File: config.mk
export PLATFORM = sky130hd
export DESIGN_NAME = cmt_timer
export DESIGN_NICKNAME = d
export VERILOG_FILES = /design/src/cmt_pkg.sv /design/src/cmt_chan_if.sv /design/src/cmt_chan.sv /design/src/cmt_timer.sv
export SDC_FILE = /design/constraint.sdc
export NUM_CORES = 1
export LEC_CHECK = 0
export ABC_AREA = 1
export BUFFER_PORTS_ARGS = -buffer_cell sky130_fd_sc_hd__buf_2
export CAP_MARGIN = 20
export CELL_PAD_IN_SITES_DETAIL_PLACEMENT = 0
export CELL_PAD_IN_SITES_GLOBAL_PLACEMENT = 1
export CORE_UTILIZATION = 43
export CTS_CLUSTER_SIZE = 16
export DETAILED_ROUTE_END_ITERATION = 16
export PLACE_DENSITY_LB_ADDON = 0.15
export SYNTH_ARGS = -nofsm -noshare
export SYNTH_HDL_FRONTEND = slang
export SYNTH_HIERARCHICAL = 1
export SYNTH_SLANG_ARGS = --single-unit
File: constraint.sdc
create_clock -name i_clk -period 2.8 [get_ports i_clk]
set_input_delay 0.14 -clock i_clk [delete_from_list [all_inputs] [get_ports i_clk]]
set_output_delay 0.14 -clock i_clk [all_outputs]
set_load 0.02 [all_outputs]
File: src/cmt_pkg.sv
`default_nettype none
package cmt_pkg;
  localparam logic [7:0]  ADDR_CTRL    = 8'h00;
  localparam logic [7:0]  ADDR_COUNT   = 8'h04;
  localparam logic [7:0]  ADDR_CMPA    = 8'h08;
  localparam logic [7:0]  ADDR_CMPB    = 8'h0c;
  localparam logic [7:0]  ADDR_CAPT    = 8'h10;
  localparam logic [7:0]  ADDR_FLAGS   = 8'h14;
  localparam logic [7:0]  ADDR_PORT    = 8'h18;

  localparam int          CTRL_MODE_LSB  = 0;
  localparam int          CTRL_ACTA_LSB  = 4;
  localparam int          CTRL_ACTB_LSB  = 6;
  localparam int          CTRL_FORCEA    = 8;
  localparam int          CTRL_FORCEB    = 9;
  localparam int          FLAG_OVF       = 0;
  localparam int          FLAG_CMPA      = 1;
  localparam int          FLAG_CMPB      = 2;
  localparam int          FLAG_CAPT      = 3;
  localparam int          PORT_DIR_LSB   = 0;
  localparam int          PORT_VAL_LSB   = 2;
  localparam int          PORT_LATCH_LSB = 4;

  localparam logic [3:0]  MODE_NORMAL  = 4'h0;
  localparam logic [3:0]  MODE_CTC_A   = 4'h4;
  localparam logic [3:0]  MODE_CTC_CAP = 4'hc;

  localparam logic [1:0]  ACT_NONE     = 2'h0;
  localparam logic [1:0]  ACT_TOGGLE   = 2'h1;
  localparam logic [1:0]  ACT_CLEAR    = 2'h2;
  localparam logic [1:0]  ACT_SET      = 2'h3;

  localparam logic [15:0] COUNT_MAX    = 16'hffff;
  localparam logic [15:0] COUNT_ZERO   = 16'h0000;
  localparam logic [31:0] RST_WORD     = 32'h0000_0000;
  localparam logic [1:0]  RESP_OKAY    = 2'h0;
  localparam logic [1:0]  RESP_SLVERR  = 2'h2;
endpackage
`default_nettype wire

File: src/cmt_chan_if.sv
`default_nettype none
interface cmt_chan_if;
  logic       match;
  logic       force_cmp;
  logic       pwm;
  logic [1:0] action;
  logic       port_val;
  logic       dir;
  logic       latch;
  logic       pin;
  logic       oe;
  modport ctrl (output match, force_cmp, pwm, action, port_val, dir,
                input  latch, pin, oe);
  modport chan (input  match, force_cmp, pwm, action, port_val, dir,
                output latch, pin, oe);
endinterface
`default_nettype wire

File: src/cmt_chan.sv
`default_nettype none
module cmt_chan (
  input  wire logic  i_clk,
  input  wire logic  i_rstn,
  cmt_chan_if.chan   ch
);
  logic next_latch;
  logic next_pin;
  logic next_oe;
  logic act;

  always_comb begin
    act = ch.match || (ch.force_cmp && !ch.pwm);
    next_latch = ch.latch;
    if (act) begin
      if (!ch.pwm) begin
        case (ch.action)
          cmt_pkg::ACT_TOGGLE: next_latch = !ch.latch;
          cmt_pkg::ACT_CLEAR:  next_latch = 1'b0;
          cmt_pkg::ACT_SET:    next_latch = 1'b1;
          default:             next_latch = ch.latch;
        endcase
      end else begin
        // Polarity only; no TOP-side edge, the counter never clears at top in PWM modes
        case (ch.action)
          cmt_pkg::ACT_TOGGLE: next_latch = !ch.latch;
          cmt_pkg::ACT_CLEAR:  next_latch = 1'b1;
          cmt_pkg::ACT_SET:    next_latch = 1'b0;
          default:             next_latch = ch.latch;
        endcase
      end
    end
    // Override source, but direction stays with the port
    next_pin = (ch.action != cmt_pkg::ACT_NONE) ? next_latch : ch.port_val;
    next_oe  = ch.dir;
  end

  always_ff @(posedge i_clk or negedge i_rstn) begin
    if (!i_rstn) begin
      ch.latch <= 1'b0;
      ch.pin   <= 1'b0;
      ch.oe    <= 1'b0;
    end else begin
      ch.latch <= next_latch;
      ch.pin   <= next_pin;
      ch.oe    <= next_oe;
    end
  end
endmodule
`default_nettype wire

File: src/cmt_timer.sv
// Operation
// - Action bits pick latch state at match
// - Reset clears the waveform latch
// - Nonzero action overrides port output value
// - Pin direction still follows direction bit
// - Action bits never touch capture logic
// - Action zero leaves latch unchanged
// - New action acts from next match
// - Force strobe applies action immediately, non-PWM
// - Counting depends on mode select only
// - Set/clear/toggle or PWM polarity select
// - Mode 0 increments and wraps only
// - Overflow flag set when count wraps
// - Overflow flag only set; service clears
// - Counter writable any time in Normal
// - CLEAR_ON_MATCH_MODE clears at compare A or capture
// - Force sets no flag, keeps counter
// - Match sets channel flag at tick
// - CLEAR_ON_MATCH_MODE top sets A or capture flag
// - Counter write blocks next tick match
`default_nettype none
module cmt_timer (
  input  wire logic        i_clk,
  input  wire logic        i_rstn,
  input  wire logic        i_tick,
  input  wire logic [3:0]  i_flag_serviced,
  input  wire logic [31:0] s_axi_awaddr,
  input  wire logic [2:0]  s_axi_awprot,
  input  wire logic        s_axi_awvalid,
  output logic             s_axi_awready,
  input  wire logic [31:0] s_axi_wdata,
  input  wire logic [3:0]  s_axi_wstrb,
  input  wire logic        s_axi_wvalid,
  output logic             s_axi_wready,
  output logic [1:0]       s_axi_bresp,
  output logic             s_axi_bvalid,
  input  wire logic        s_axi_bready,
  input  wire logic [31:0] s_axi_araddr,
  input  wire logic [2:0]  s_axi_arprot,
  input  wire logic        s_axi_arvalid,
  output logic             s_axi_arready,
  output logic [31:0]      s_axi_rdata,
  output logic [1:0]       s_axi_rresp,
  output logic             s_axi_rvalid,
  input  wire logic        s_axi_rready,
  output logic [3:0]       o_flags,
  output logic             o_pin_a,
  output logic             o_pin_a_oe,
  output logic             o_pin_b,
  output logic             o_pin_b_oe
);
  cmt_chan_if cha ();
  cmt_chan_if chb ();

  logic [7:0]  aw_addr;
  logic        aw_have;
  logic [31:0] w_data;
  logic [3:0]  w_strb;
  logic        w_have;
  logic [3:0]  mode;
  logic [1:0]  act_a;
  logic [1:0]  act_b;
  logic [15:0] count;
  logic [15:0] cmpa;
  logic [15:0] cmpb;
  logic [15:0] capt;
  logic [1:0]  dir;
  logic [1:0]  port_val;
  logic        block;
  logic        force_a;
  logic        force_b;

  logic [7:0]  next_aw_addr;
  logic        next_aw_have;
  logic [31:0] next_w_data;
  logic [3:0]  next_w_strb;
  logic        next_w_have;
  logic        next_awready;
  logic        next_wready;
  logic        next_bvalid;
  logic [1:0]  next_bresp;
  logic        next_arready;
  logic        next_rvalid;
  logic [31:0] next_rdata;
  logic [1:0]  next_rresp;
  logic [3:0]  next_mode;
  logic [1:0]  next_act_a;
  logic [1:0]  next_act_b;
  logic [15:0] next_count;
  logic [15:0] next_cmpa;
  logic [15:0] next_cmpb;
  logic [15:0] next_capt;
  logic [1:0]  next_dir;
  logic [1:0]  next_port_val;
  logic        next_block;
  logic        next_force_a;
  logic        next_force_b;
  logic [3:0]  next_flags;

  logic        do_write;
  logic [31:0] wmask;
  logic [31:0] wval;
  logic        hit;
  logic        ctc_a;
  logic        ctc_cap;
  logic        pwm;
  logic [15:0] top;
  logic        live;
  logic        match_a;
  logic        match_b;
  logic        top_hit;
  logic        cnt_wr;
  logic [3:0]  set_flags;
  logic [31:0] rword;
  logic        rhit;

  always_comb begin
    ctc_a   = (mode == cmt_pkg::MODE_CTC_A);
    ctc_cap = (mode == cmt_pkg::MODE_CTC_CAP);
    pwm     = !(mode == cmt_pkg::MODE_NORMAL || ctc_a || ctc_cap);
    top     = ctc_a ? cmpa : capt;
    // Comparator is live on a tick unless a counter write just landed
    live    = i_tick && !block;
    match_a = live && (count == cmpa);
    match_b = live && (count == cmpb);
    top_hit = live && (ctc_a || ctc_cap) && (count == top);
  end

  always_comb begin
    wmask = {{8{w_strb[3]}}, {8{w_strb[2]}}, {8{w_strb[1]}}, {8{w_strb[0]}}};
    do_write = aw_have && w_have && !s_axi_bvalid;
    next_aw_addr = aw_addr;
    next_aw_have = aw_have;
    next_w_data  = w_data;
    next_w_strb  = w_strb;
    next_w_have  = w_have;
    if (s_axi_awvalid && s_axi_awready) begin
      next_aw_addr = s_axi_awaddr[7:0];
      next_aw_have = 1'b1;
    end
    if (s_axi_wvalid && s_axi_wready) begin
      next_w_data = s_axi_wdata;
      next_w_strb = s_axi_wstrb;
      next_w_have = 1'b1;
    end
    if (do_write) begin
      next_aw_have = 1'b0;
      next_w_have  = 1'b0;
    end
    next_bvalid = s_axi_bvalid;
    next_bresp  = s_axi_bresp;
    if (s_axi_bvalid && s_axi_bready) begin
      next_bvalid = 1'b0;
    end
    hit = 1'b1;
    case (aw_addr)
      cmt_pkg::ADDR_CTRL, cmt_pkg::ADDR_COUNT, cmt_pkg::ADDR_CMPA, cmt_pkg::ADDR_CMPB,
      cmt_pkg::ADDR_CAPT, cmt_pkg::ADDR_FLAGS, cmt_pkg::ADDR_PORT: hit = 1'b1;
      default: hit = 1'b0;
    endcase
    if (do_write) begin
      next_bvalid = 1'b1;
      next_bresp  = hit ? cmt_pkg::RESP_OKAY : cmt_pkg::RESP_SLVERR;
    end
    next_awready = !next_aw_have && !next_bvalid;
    next_wready  = !next_w_have && !next_bvalid;
  end

  always_comb begin
    next_mode     = mode;
    next_act_a    = act_a;
    next_act_b    = act_b;
    next_cmpa     = cmpa;
    next_cmpb     = cmpb;
    next_capt     = capt;
    next_dir      = dir;
    next_port_val = port_val;
    next_force_a  = 1'b0;
    next_force_b  = 1'b0;
    cnt_wr        = 1'b0;
    wval          = RST_WORD_f(aw_addr);
    wval          = (wval & ~wmask) | (w_data & wmask);
    if (do_write) begin
      case (aw_addr)
        cmt_pkg::ADDR_CTRL: begin
          // Action change takes hold at the next match, no replay
          next_mode    = wval[cmt_pkg::CTRL_MODE_LSB +: 4];
          next_act_a   = wval[cmt_pkg::CTRL_ACTA_LSB +: 2];
          next_act_b   = wval[cmt_pkg::CTRL_ACTB_LSB +: 2];
          next_force_a = wval[cmt_pkg::CTRL_FORCEA] && w_strb[1];
          next_force_b = wval[cmt_pkg::CTRL_FORCEB] && w_strb[1];
        end
        cmt_pkg::ADDR_COUNT: cnt_wr = 1'b1;
        cmt_pkg::ADDR_CMPA:  next_cmpa = wval[15:0];
        cmt_pkg::ADDR_CMPB:  next_cmpb = wval[15:0];
        cmt_pkg::ADDR_CAPT:  next_capt = wval[15:0];
        cmt_pkg::ADDR_PORT: begin
          next_dir      = wval[cmt_pkg::PORT_DIR_LSB +: 2];
          next_port_val = wval[cmt_pkg::PORT_VAL_LSB +: 2];
        end
        default: ;
      endcase
    end
  end

  // Read-back value used to merge partial byte writes
  function automatic logic [31:0] RST_WORD_f(input logic [7:0] a);
    logic [31:0] v;
    v = cmt_pkg::RST_WORD;
    case (a)
      cmt_pkg::ADDR_CTRL:
        v = {24'h00_0000, act_b, act_a, mode};
      cmt_pkg::ADDR_COUNT: v = {16'h0000, count};
      cmt_pkg::ADDR_CMPA:  v = {16'h0000, cmpa};
      cmt_pkg::ADDR_CMPB:  v = {16'h0000, cmpb};
      cmt_pkg::ADDR_CAPT:  v = {16'h0000, capt};
      cmt_pkg::ADDR_FLAGS: v = {28'h000_0000, o_flags};
      cmt_pkg::ADDR_PORT:
        v = {26'h000_0000, chb.latch, cha.latch, port_val, dir};
      default: v = cmt_pkg::RST_WORD;
    endcase
    return v;
  endfunction

  always_comb begin
    next_count = count;
    if (cnt_wr) begin
      next_count = wval[15:0];
    end else if (i_tick) begin
      if (top_hit) begin
        next_count = cmt_pkg::COUNT_ZERO;
      end else begin
        next_count = count + 16'h0001;
      end
    end
    // Blocks the comparator for exactly one tick, even when stopped
    next_block = cnt_wr ? 1'b1 : (i_tick ? 1'b0 : block);
    set_flags = 4'h0;
    set_flags[cmt_pkg::FLAG_OVF]  = i_tick && !cnt_wr && !top_hit
                                    && (count == cmt_pkg::COUNT_MAX);
    set_flags[cmt_pkg::FLAG_CMPA] = match_a;
    set_flags[cmt_pkg::FLAG_CMPB] = match_b;
    set_flags[cmt_pkg::FLAG_CAPT] = top_hit && ctc_cap;
    next_flags = o_flags & ~i_flag_serviced;
    if (do_write && aw_addr == cmt_pkg::ADDR_FLAGS && w_strb[0]) begin
      next_flags = next_flags & ~w_data[3:0];
    end
    // Hardware set beats a same-cycle clear
    next_flags = next_flags | set_flags;
  end

  always_comb begin
    rhit = 1'b1;
    rword = RST_WORD_f(s_axi_araddr[7:0]);
    case (s_axi_araddr[7:0])
      cmt_pkg::ADDR_CTRL, cmt_pkg::ADDR_COUNT, cmt_pkg::ADDR_CMPA, cmt_pkg::ADDR_CMPB,
      cmt_pkg::ADDR_CAPT, cmt_pkg::ADDR_FLAGS, cmt_pkg::ADDR_PORT: rhit = 1'b1;
      default: rhit = 1'b0;
    endcase
    next_rvalid = s_axi_rvalid;
    next_rdata  = s_axi_rdata;
    next_rresp  = s_axi_rresp;
    if (s_axi_rvalid && s_axi_rready) begin
      next_rvalid = 1'b0;
    end
    if (s_axi_arvalid && s_axi_arready) begin
      next_rvalid = 1'b1;
      next_rdata  = rword;
      next_rresp  = rhit ? cmt_pkg::RESP_OKAY : cmt_pkg::RESP_SLVERR;
    end
    next_arready = !next_rvalid;
  end

  assign cha.match     = match_a;
  assign cha.force_cmp = force_a;
  assign cha.pwm       = pwm;
  assign cha.action    = act_a;
  assign cha.port_val  = port_val[0];
  assign cha.dir       = dir[0];
  assign chb.match     = match_b;
  assign chb.force_cmp = force_b;
  assign chb.pwm       = pwm;
  assign chb.action    = act_b;
  assign chb.port_val  = port_val[1];
  assign chb.dir       = dir[1];
  assign o_pin_a       = cha.pin;
  assign o_pin_a_oe    = cha.oe;
  assign o_pin_b       = chb.pin;
  assign o_pin_b_oe    = chb.oe;

  cmt_chan u_chan_a (
    .i_clk  (i_clk),
    .i_rstn (i_rstn),
    .ch     (cha.chan)
  );

  cmt_chan u_chan_b (
    .i_clk  (i_clk),
    .i_rstn (i_rstn),
    .ch     (chb.chan)
  );

  always_ff @(posedge i_clk or negedge i_rstn) begin
    if (!i_rstn) begin
      aw_addr       <= 8'h00;
      aw_have       <= 1'b0;
      w_data        <= cmt_pkg::RST_WORD;
      w_strb        <= 4'h0;
      w_have        <= 1'b0;
      s_axi_awready <= 1'b1;
      s_axi_wready  <= 1'b1;
      s_axi_bvalid  <= 1'b0;
      s_axi_bresp   <= cmt_pkg::RESP_OKAY;
      s_axi_arready <= 1'b1;
      s_axi_rvalid  <= 1'b0;
      s_axi_rdata   <= cmt_pkg::RST_WORD;
      s_axi_rresp   <= cmt_pkg::RESP_OKAY;
      mode          <= cmt_pkg::MODE_NORMAL;
      act_a         <= cmt_pkg::ACT_NONE;
      act_b         <= cmt_pkg::ACT_NONE;
      count         <= cmt_pkg::COUNT_ZERO;
      cmpa          <= cmt_pkg::COUNT_ZERO;
      cmpb          <= cmt_pkg::COUNT_ZERO;
      capt          <= cmt_pkg::COUNT_ZERO;
      dir           <= 2'h0;
      port_val      <= 2'h0;
      block         <= 1'b0;
      force_a       <= 1'b0;
      force_b       <= 1'b0;
      o_flags       <= 4'h0;
    end else begin
      aw_addr       <= next_aw_addr;
      aw_have       <= next_aw_have;
      w_data        <= next_w_data;
      w_strb        <= next_w_strb;
      w_have        <= next_w_have;
      s_axi_awready <= next_awready;
      s_axi_wready  <= next_wready;
      s_axi_bvalid  <= next_bvalid;
      s_axi_bresp   <= next_bresp;
      s_axi_arready <= next_arready;
      s_axi_rvalid  <= next_rvalid;
      s_axi_rdata   <= next_rdata;
      s_axi_rresp   <= next_rresp;
      mode          <= next_mode;
      act_a         <= next_act_a;
      act_b         <= next_act_b;
      count         <= next_count;
      cmpa          <= next_cmpa;
      cmpb          <= next_cmpb;
      capt          <= next_capt;
      dir           <= next_dir;
      port_val      <= next_port_val;
      block         <= next_block;
      force_a       <= next_force_a;
      force_b       <= next_force_b;
      o_flags       <= next_flags;
    end
  end
endmodule
`default_nettype wire

==> results of run 1 <==
Yosys cell counts (all sizes together):
master | count | area share
nand2 | 371 | 0.17
conb | 1 | 0.00044
o221ai | 3 | 0.0031
a221oi | 2 | 0.0021
bufinv | 2 | 0.0041
buf | 41 | 0.033
o21ai | 121 | 0.072
o21a | 1 | 0.00089
clkinv | 3 | 0.0013
dfrtp | 137 | 0.41
o22ai | 25 | 0.018
a21oi | 27 | 0.016
xnor2 | 8 | 0.0083
nor3b | 1 | 0.00089
dfstp | 3 | 0.0093
a31oi | 8 | 0.0059
and3 | 1 | 0.00074
nor3 | 16 | 0.011
o211ai | 9 | 0.0080
clkbuf | 23 | 0.010
o2111ai | 2 | 0.0021
xor2 | 18 | 0.019
ha | 1 | 0.0015
a311oi | 1 | 0.0010
a211oi | 1 | 0.00089
nor4 | 3 | 0.0030
nand3b | 1 | 0.00089
nand4 | 5 | 0.0037
inv | 131 | 0.058
o31ai | 1 | 0.00089
nand3 | 124 | 0.083
nor2 | 92 | 0.045
routing by layer:
metal,global-route usage,routed length [um]
met1,0.407,12800
met2,0.457,12700
met3,0.0794,2720
met4,0.131,948
met5,0,0
state kept, by name (all words and copies together) (netlist names), 4 cells and up:
name / count
cmpb: 16
s_axi_rdata: 16
cmpa: 16
w_data: 16
aw_addr: 8
capt: 16
count: 16
o_flags: 4
mode: 4
path summary, 6_finish.rpt:
kind,slack [ps],endpoint,cells after the start
setup / recovery,520,count[13],9
hold / removal,10,o_flags[1],4
setup reg to reg,520,count[13],9
hold reg to reg,410,u_chan_b/ch.oe,0
max in group asynchronous,1620,cmpb[6],3
min in group asynchronous,260,port_val[1],2
cells by family (layout without fill, tap and decap cells):
logic type      count (synthesis)  in the layout  synth area share
compound gates                201            201             0.131
buf+inv                       200            301             0.107
xor+xnor                       26             26            0.0269
fa+ha+maj                       1              1           0.00148
other cells                     1             18          0.000443
simple gates                  614            614             0.319
flops                         140            140             0.415
report_power, final:
group / total [mW] / internal (mW) / switching (mW)
registers: 3.02 / 2.50 / 0.518
clock network: 2.39 / 1.46 / 0.936
logic: 3.07 / 0.942 / 2.13
total: 8.48 / 4.90 / 3.59
final cells by class:
cell class / count / share of cell area
well taps: 260 / 0.0325
inverters: 136 / 0.0537
repair buffers: 133 / 0.0905
multi-input cells: 860 / 0.412
clock inverters: 12 / 0.0160
flip-flops and latches: 140 / 0.350
clock buffers: 20 / 0.0456
worst max-delay path: stages, from the launching register on:
cell and delay (ps):
dfrtp_1 430, nor2_1 120, nand2_1 70, inv_1 260, nand2_1 470, o21ai_0 370
o21ai_0 130, nand2_1 200, a21oi_1 110, nand2_2 70
cells in the final DEF (no fill, tap or decap), types with 24 or more instances in the layout:
cell type,synthesis,routed
nand2_1,355,355
dfrtp_1,137,137
inv_1,127,127
o21ai_0,110,110
nand3_1,108,108
nor2_1,84,83
buf_2,15,75
dlygate4sd3_1,0,32
a21oi_1,27,27
o22ai_1,25,25
buf_4,20,24
per-stage QoR:
| step | hold slack, ps | power [mW] |
|---|---|---|
| floorplan | -156 | 4.95 |
| global placement | 150 | 6.00 |
| detailed placement | 154 | 6.01 |
| CTS | 4.48 | 8.47 |
| global route | 40.2 | 8.98 |
| finish | 11.6 | 8.48 |
==> metrics.txt, run 1 <==
status=complete, no violations; CP required=about 3200 ps; DP Area=9090 um2; clk sinks=140; DRT antenna net count=0; largest fanout on the critical path=11; Final Critical Period=around 2300 ps; DRC errors left=0; Netlist cell types=45; core area=19000 um2; Vias=around 8.4k; area grow syn2layout=18.5%; Bufs on Longest Clock Path=2; area occupied by registers=3510 um2; Mapped Area=8460 um2; startpoint types=flip-flop; final setup TNS=0 ps; sequential area share after synthesis=0.415; layout cells sized above 1=0.143; Num CTS Buffers=17; Avg WL per Cell=18.7 um; Worst slew margin=0.516; crit share post-route=0.816; post-CTS sizing=0; # fillers=~1.9k; Non-Filler Instances=about 1.6k; Power Dens Cells=about 850 nW/um2; fin util=0.527; port bufs=76; Antenna Cells=0; measured slew at the worst slew-check pin=approximately 720 ps; final WL=between 20000 and 30000 um; multi-input combinational cell area=4130 um2; Initial Util=0.445; setup ws final=between 500 and 600 ps; num ports=between 150 and 200; RSZ-0062 raised after global routing=false; largest net degree at the start of global routing=57; die footprint=20200 um2; worst setup path class=flip-flop to flip-flop; first-pass GRT wire length=~45000 um; reg2reg start=aw_addr[3]; max_cap viols=0; Clock transition at path regs=60 ps; HP Start=i_flag_serviced[1]; Final Instance Area=approximately 10000 um2; die height=about 140 um; nets@finish=roughly 1.4k; Hold WC Path Type=primary input to flip-flop; Achievable Freq=roughly 440 MHz; Post-Place Cells=roughly 1.5k; hold buffer count at CTS=32; GRT overflow=0; maximum vdd drop=about 540 uV; # setup viols final=0; DP HPWL=20700 um; Iter 0 DRT Violations=between 800 and 900; Final Hold Vio Count=0; Mapped Cells=around 1.2k; FF+latch count, synth=140; via/cell ratio=5.36; initial antenna violation count=0; Site Rows=50; Final Wtd Congestion=slightly below 1; Crit. Startpoint=aw_addr[3]; Pleak=slightly below 5 nW; first-pass iteration count of the detailed router=5; postcts setup bufs=0; CTS tree=built; GR Util All Layers=0.302; Root Buffer=clkbuf_16; clk_skew=around 8.9 ps; clock latency at the later pin of the worst-skew pair=approximately 430 ps; Worst setup EP type=flip-flop; H-tree levels=4; vias in the first global route=around 8k; synthesized area per cell=7.15 um2; crit path DAT=2650 ps; max-slew violation count=0; pre-CTS WS=slightly above 600 ps; Syn. warnings=6; Die X=between 100 and 150 um
(Power assumes the default switching activity.)
==> inputs of run 2 (changes only) <==
- ABC_AREA: 1 -> 0
- clock period: 2.8 -> 2.3 ns (I/O delays scaled with it)
==> run 2 against run 1 <==
Net effect: the flow now finishes with violations (negative setup slack); global-route usage shrank 0.84 points; die area fell by 4.2%; wire length is 3.6% lower; flip-flop and latch count is the same; setup slack worse by 620 ps; sequential power is 21% higher; synthesized cell count shrank 30%; combinational power rose by 23%; clock skew is 5.9 ps higher; largest cell class unchanged; highest routed layer unchanged.
==> metrics.txt, run 2 <==
status=finished, violations left (was complete, no violations); failing checks=negative setup slack; DP Area=9330 um2 (was 9090 um2); XOR/XNOR Fraction of Synth Area=0.0497 (was 0.0269); final WL=28100 um (was 29100 um); Power Dens Cells=946 nW/um2 (was 846 nW/um2); most frequent cells after synthesis=dfrtp_1 (137), nand2_1 (94), o21ai_0 (55), mux2_2 (50), a21oi_1 (38) (was nand2_1 (355), dfrtp_1 (137), inv_1 (127), o21ai_0 (110), nand3_1 (108)); Site Rows=49 (was 50); first-pass GRT wire length=42900 um (was 45100 um); Clock transition at path regs=60 ps (about the same); Overall Power=10.5 mW (was 8.48 mW); Num CTS Buffers=17 (unchanged); crit path DAT=2750 ps (was 2650 ps); sequential area share after synthesis=0.433 (was 0.415); Vias=7556 (was 8364); largest fanout on the critical path=7 (was 11); Root Buffer=clkbuf_16 (unchanged); DRT antenna net count=0 (unchanged); DP HPWL=19600 um (was 20700 um); Synth area leaders=dfrtp_1 (42%), mux2_2 (6.9%), nand2_1 (4.4%) (was dfrtp_1 (41%), nand2_1 (16%), o21ai_0 (6.5%)); crit share post-route=1.05 (was 0.816); Final Hold Vio Count=0 (unchanged); Worst slew margin=0.492 (was 0.516); die footprint=19400 um2 (was 20200 um2); num ports=167 (unchanged); Iter 0 DRT Violations=886 (was 804); CP endpoint=count[3] (was count[13]); CTS tree=built (unchanged); FF+latch count, synth=140 (unchanged); area grow syn2layout=37.3% (was 18.5%); Yosys top cell by area=dfrtp_1 (unchanged); Final Instance Area=11100 um2 (was 10000 um2); vias in the first global route=7337 (was 7923); multi-input combinational cell area=4740 um2 (was 4130 um2); measured slew at the worst slew-check pin=761 ps (was 725 ps); EDFF count, synth=0 (unchanged); Synth Area in Compound Gates=0.177 (was 0.131); clk_skew=14.8 ps (was 8.92 ps); Hold Crit Depth=3 (was 4); Yosys top cell area share=0.423 (was 0.405); via/cell ratio=5.98 (was 5.36); largest family of logic cells by synthesized area=compound AO/OA/AOI/OAI gates (was simple AND/OR/NAND/NOR gates); Adder-Cell Fraction of Synth Area=0.00154 (was 0.00148); Crit. Startpoint=aw_addr[0] (was aw_addr[3]); H-tree levels=4 (unchanged); first-pass iteration count of the detailed router=7 (was 5); # fillers=1476 (was 1941); startpoint types=flip-flop (unchanged); DRC errors left=0 (unchanged); CP required=2650 ps (was 3170 ps); Final Critical Period=2410 ps (was 2280 ps); max-slew violation count=0 (unchanged); Post-Place Cells=1178 (was 1497); Mapped Area=8100 um2 (was 8460 um2); setup ws final=-106 ps (was 516 ps); Final Wtd Congestion=0.962 (was 0.966); Die X=139 um (was 142 um); synthesized area per cell=9.80 um2 (was 7.15 um2); Mapped Cells=827 (was 1183); leading register cell type out of synthesis=dfrtp_1 (unchanged); worst r2r dst=count[3] (was count[13]); largest net degree at the start of global routing=51 (was 57); RSZ-0062 raised after global routing=true (was false); port bufs=76 (unchanged); layout cells sized above 1=0.370 (was 0.143); R2R cell count=7 (was 9); core area=18200 um2 (was 19000 um2); Pleak=4.94 nW (was 4.95 nW); worst setup path class=flip-flop to flip-flop (unchanged); clock latency at the later pin of the worst-skew pair=440 ps (was 430 ps); GRT overflow=0 (unchanged); Achievable Freq=416 MHz (was 438 MHz); Avg WL per Cell=22.2 um (was 18.7 um); commonest non-fill, non-tap cell in the layout=dfrtp_1 (was nand2_1); Netlist cell types=81 (was 45); maximum vdd drop=776 uV (was 545 uV); Non-Filler Instances=1263 (was 1561); most frequent cell after synthesis=dfrtp_1 (was nand2_1); Hold WC Path Type=primary input to flip-flop (unchanged); # setup viols final=60 (was 0); async set-reset flop share out of synthesis=1.00 (unchanged); max_cap viols=0 (unchanged); Worst setup EP type=flip-flop (unchanged); mux cell area share after synthesis=0.123 (was 0); reg2reg start=aw_addr[0] (was aw_addr[3]); nets@finish=1140 (was 1407); most frequent cells in the layout=dfrtp_1 (136), buf_4 (90), buf_2 (75) (was nand2_1 (355), dfrtp_1 (137), inv_1 (127)); Syn. warnings=6 (unchanged); Fin Hold WS=26.1 ps (was 11.6 ps); Bufs on Longest Clock Path=2 (unchanged); die height=139 um (was 142 um); Reg2Reg Setup Slack=-110 ps (was 520 ps); initial antenna violation count=0 (unchanged); Antenna Cells=0 (unchanged); clk sinks=140 (unchanged); GR Util All Layers=0.294 (was 0.302); Initial Util=0.445 (about the same); Post-Synth Simple-Gate Area=0.158 (was 0.319); area occupied by registers=3510 um2 (about the same)
## run 2: cell count changes in the layout (fill, tap and decap cells not counted), moves of 15 or more
cell	delta
a222oi_1	+19
buf_4	+66
buf_6	+18
inv_1	-110
mux2_2	+42
mux2i_1	+28
nand2_1	-281
nand3_1	-95
nor2_1	-51
o21ai_0	-92
o21ai_1	+20
o22ai_1	-19
xnor2_1	+15
## run 2: routing by layer
| layer | vias to the layer above | GRT usage | routed length [um] |
|---|---|---|---|
| li1 | 3395 | - | - |
| met1 | 3734 | 0.389 | 11700 |
| met2 | 382 | 0.474 | 13300 |
| met3 | 45 | 0.0712 | 2410 |
| met4 | 0 | 0.0924 | 617 |
| met5 | - | 0.0100 | 0 |
## run 2: power breakdown
group | switching [mW] | internal (mW)
Clock | 1.11 | 1.99
Combinational | 2.10 | 1.69
Sequential | 0.623 | 3.01
## run 2: worst min path at each step
stage | endpoint | from | slack, ps
global placement | u_chan_a/ch.oe | i_rstn | 40
finish | o_flags[0] | i_flag_serviced[0] | 30
floorplan | act_a[0] | i_rstn | -180
CTS | o_flags[0] | i_flag_serviced[0] | 30
global route | o_flags[0] | i_flag_serviced[0] | 20
detailed placement | u_chan_a/ch.oe | i_rstn | 50
## run 2: cells by family after synthesis
| kind of cell | Yosys count |
|---|---|
| flops | 140 |
| xor+xnor | 46 |
| mux | 90 |
| fa+ha+maj | 1 |
| compound gates | 210 |
| simple gates | 245 |
| other cells | 1 |
| buf+inv | 94 |
## run 2: layout make-up
type | count | area share
timing repair buffer | 232 | 0.168
tap | 229 | 0.0258
clock inverter | 10 | 0.0170
sequential | 140 | 0.315
clock buffer | 22 | 0.0417
multi-input combinational | 612 | 0.426
inverter | 18 | 0.00607
## run 2: per-stage QoR
stage / util / worst slack (ps) / TNS (ps)
floorplan: - / 21.1 / 0
global placement: 0.513 / -209 / -4860
detailed placement: 0.513 / -262 / -6830
CTS: 0.586 / -106 / -2620
global route: 0.611 / -168 / -7130
finish: 0.611 / -106 / -2640
## run 2: critical path, stage by stage (launching register included)
cell      delay [ps]
dfrtp_1          370
or4_4            540
or4b_4           550
buf_6            170
o22ai_2          140
a221o_1          200
mux2i_4          140
a211oi_2         210
## run 2: timing repair
action	CTS	global route
gates cloned	3	1
setup endpoints to repair	80	86
hold endpoints to repair	120	0
hold buffers	35	0
buffers inserted	9	5
gates resized for setup	74	96
pin swaps	31	48
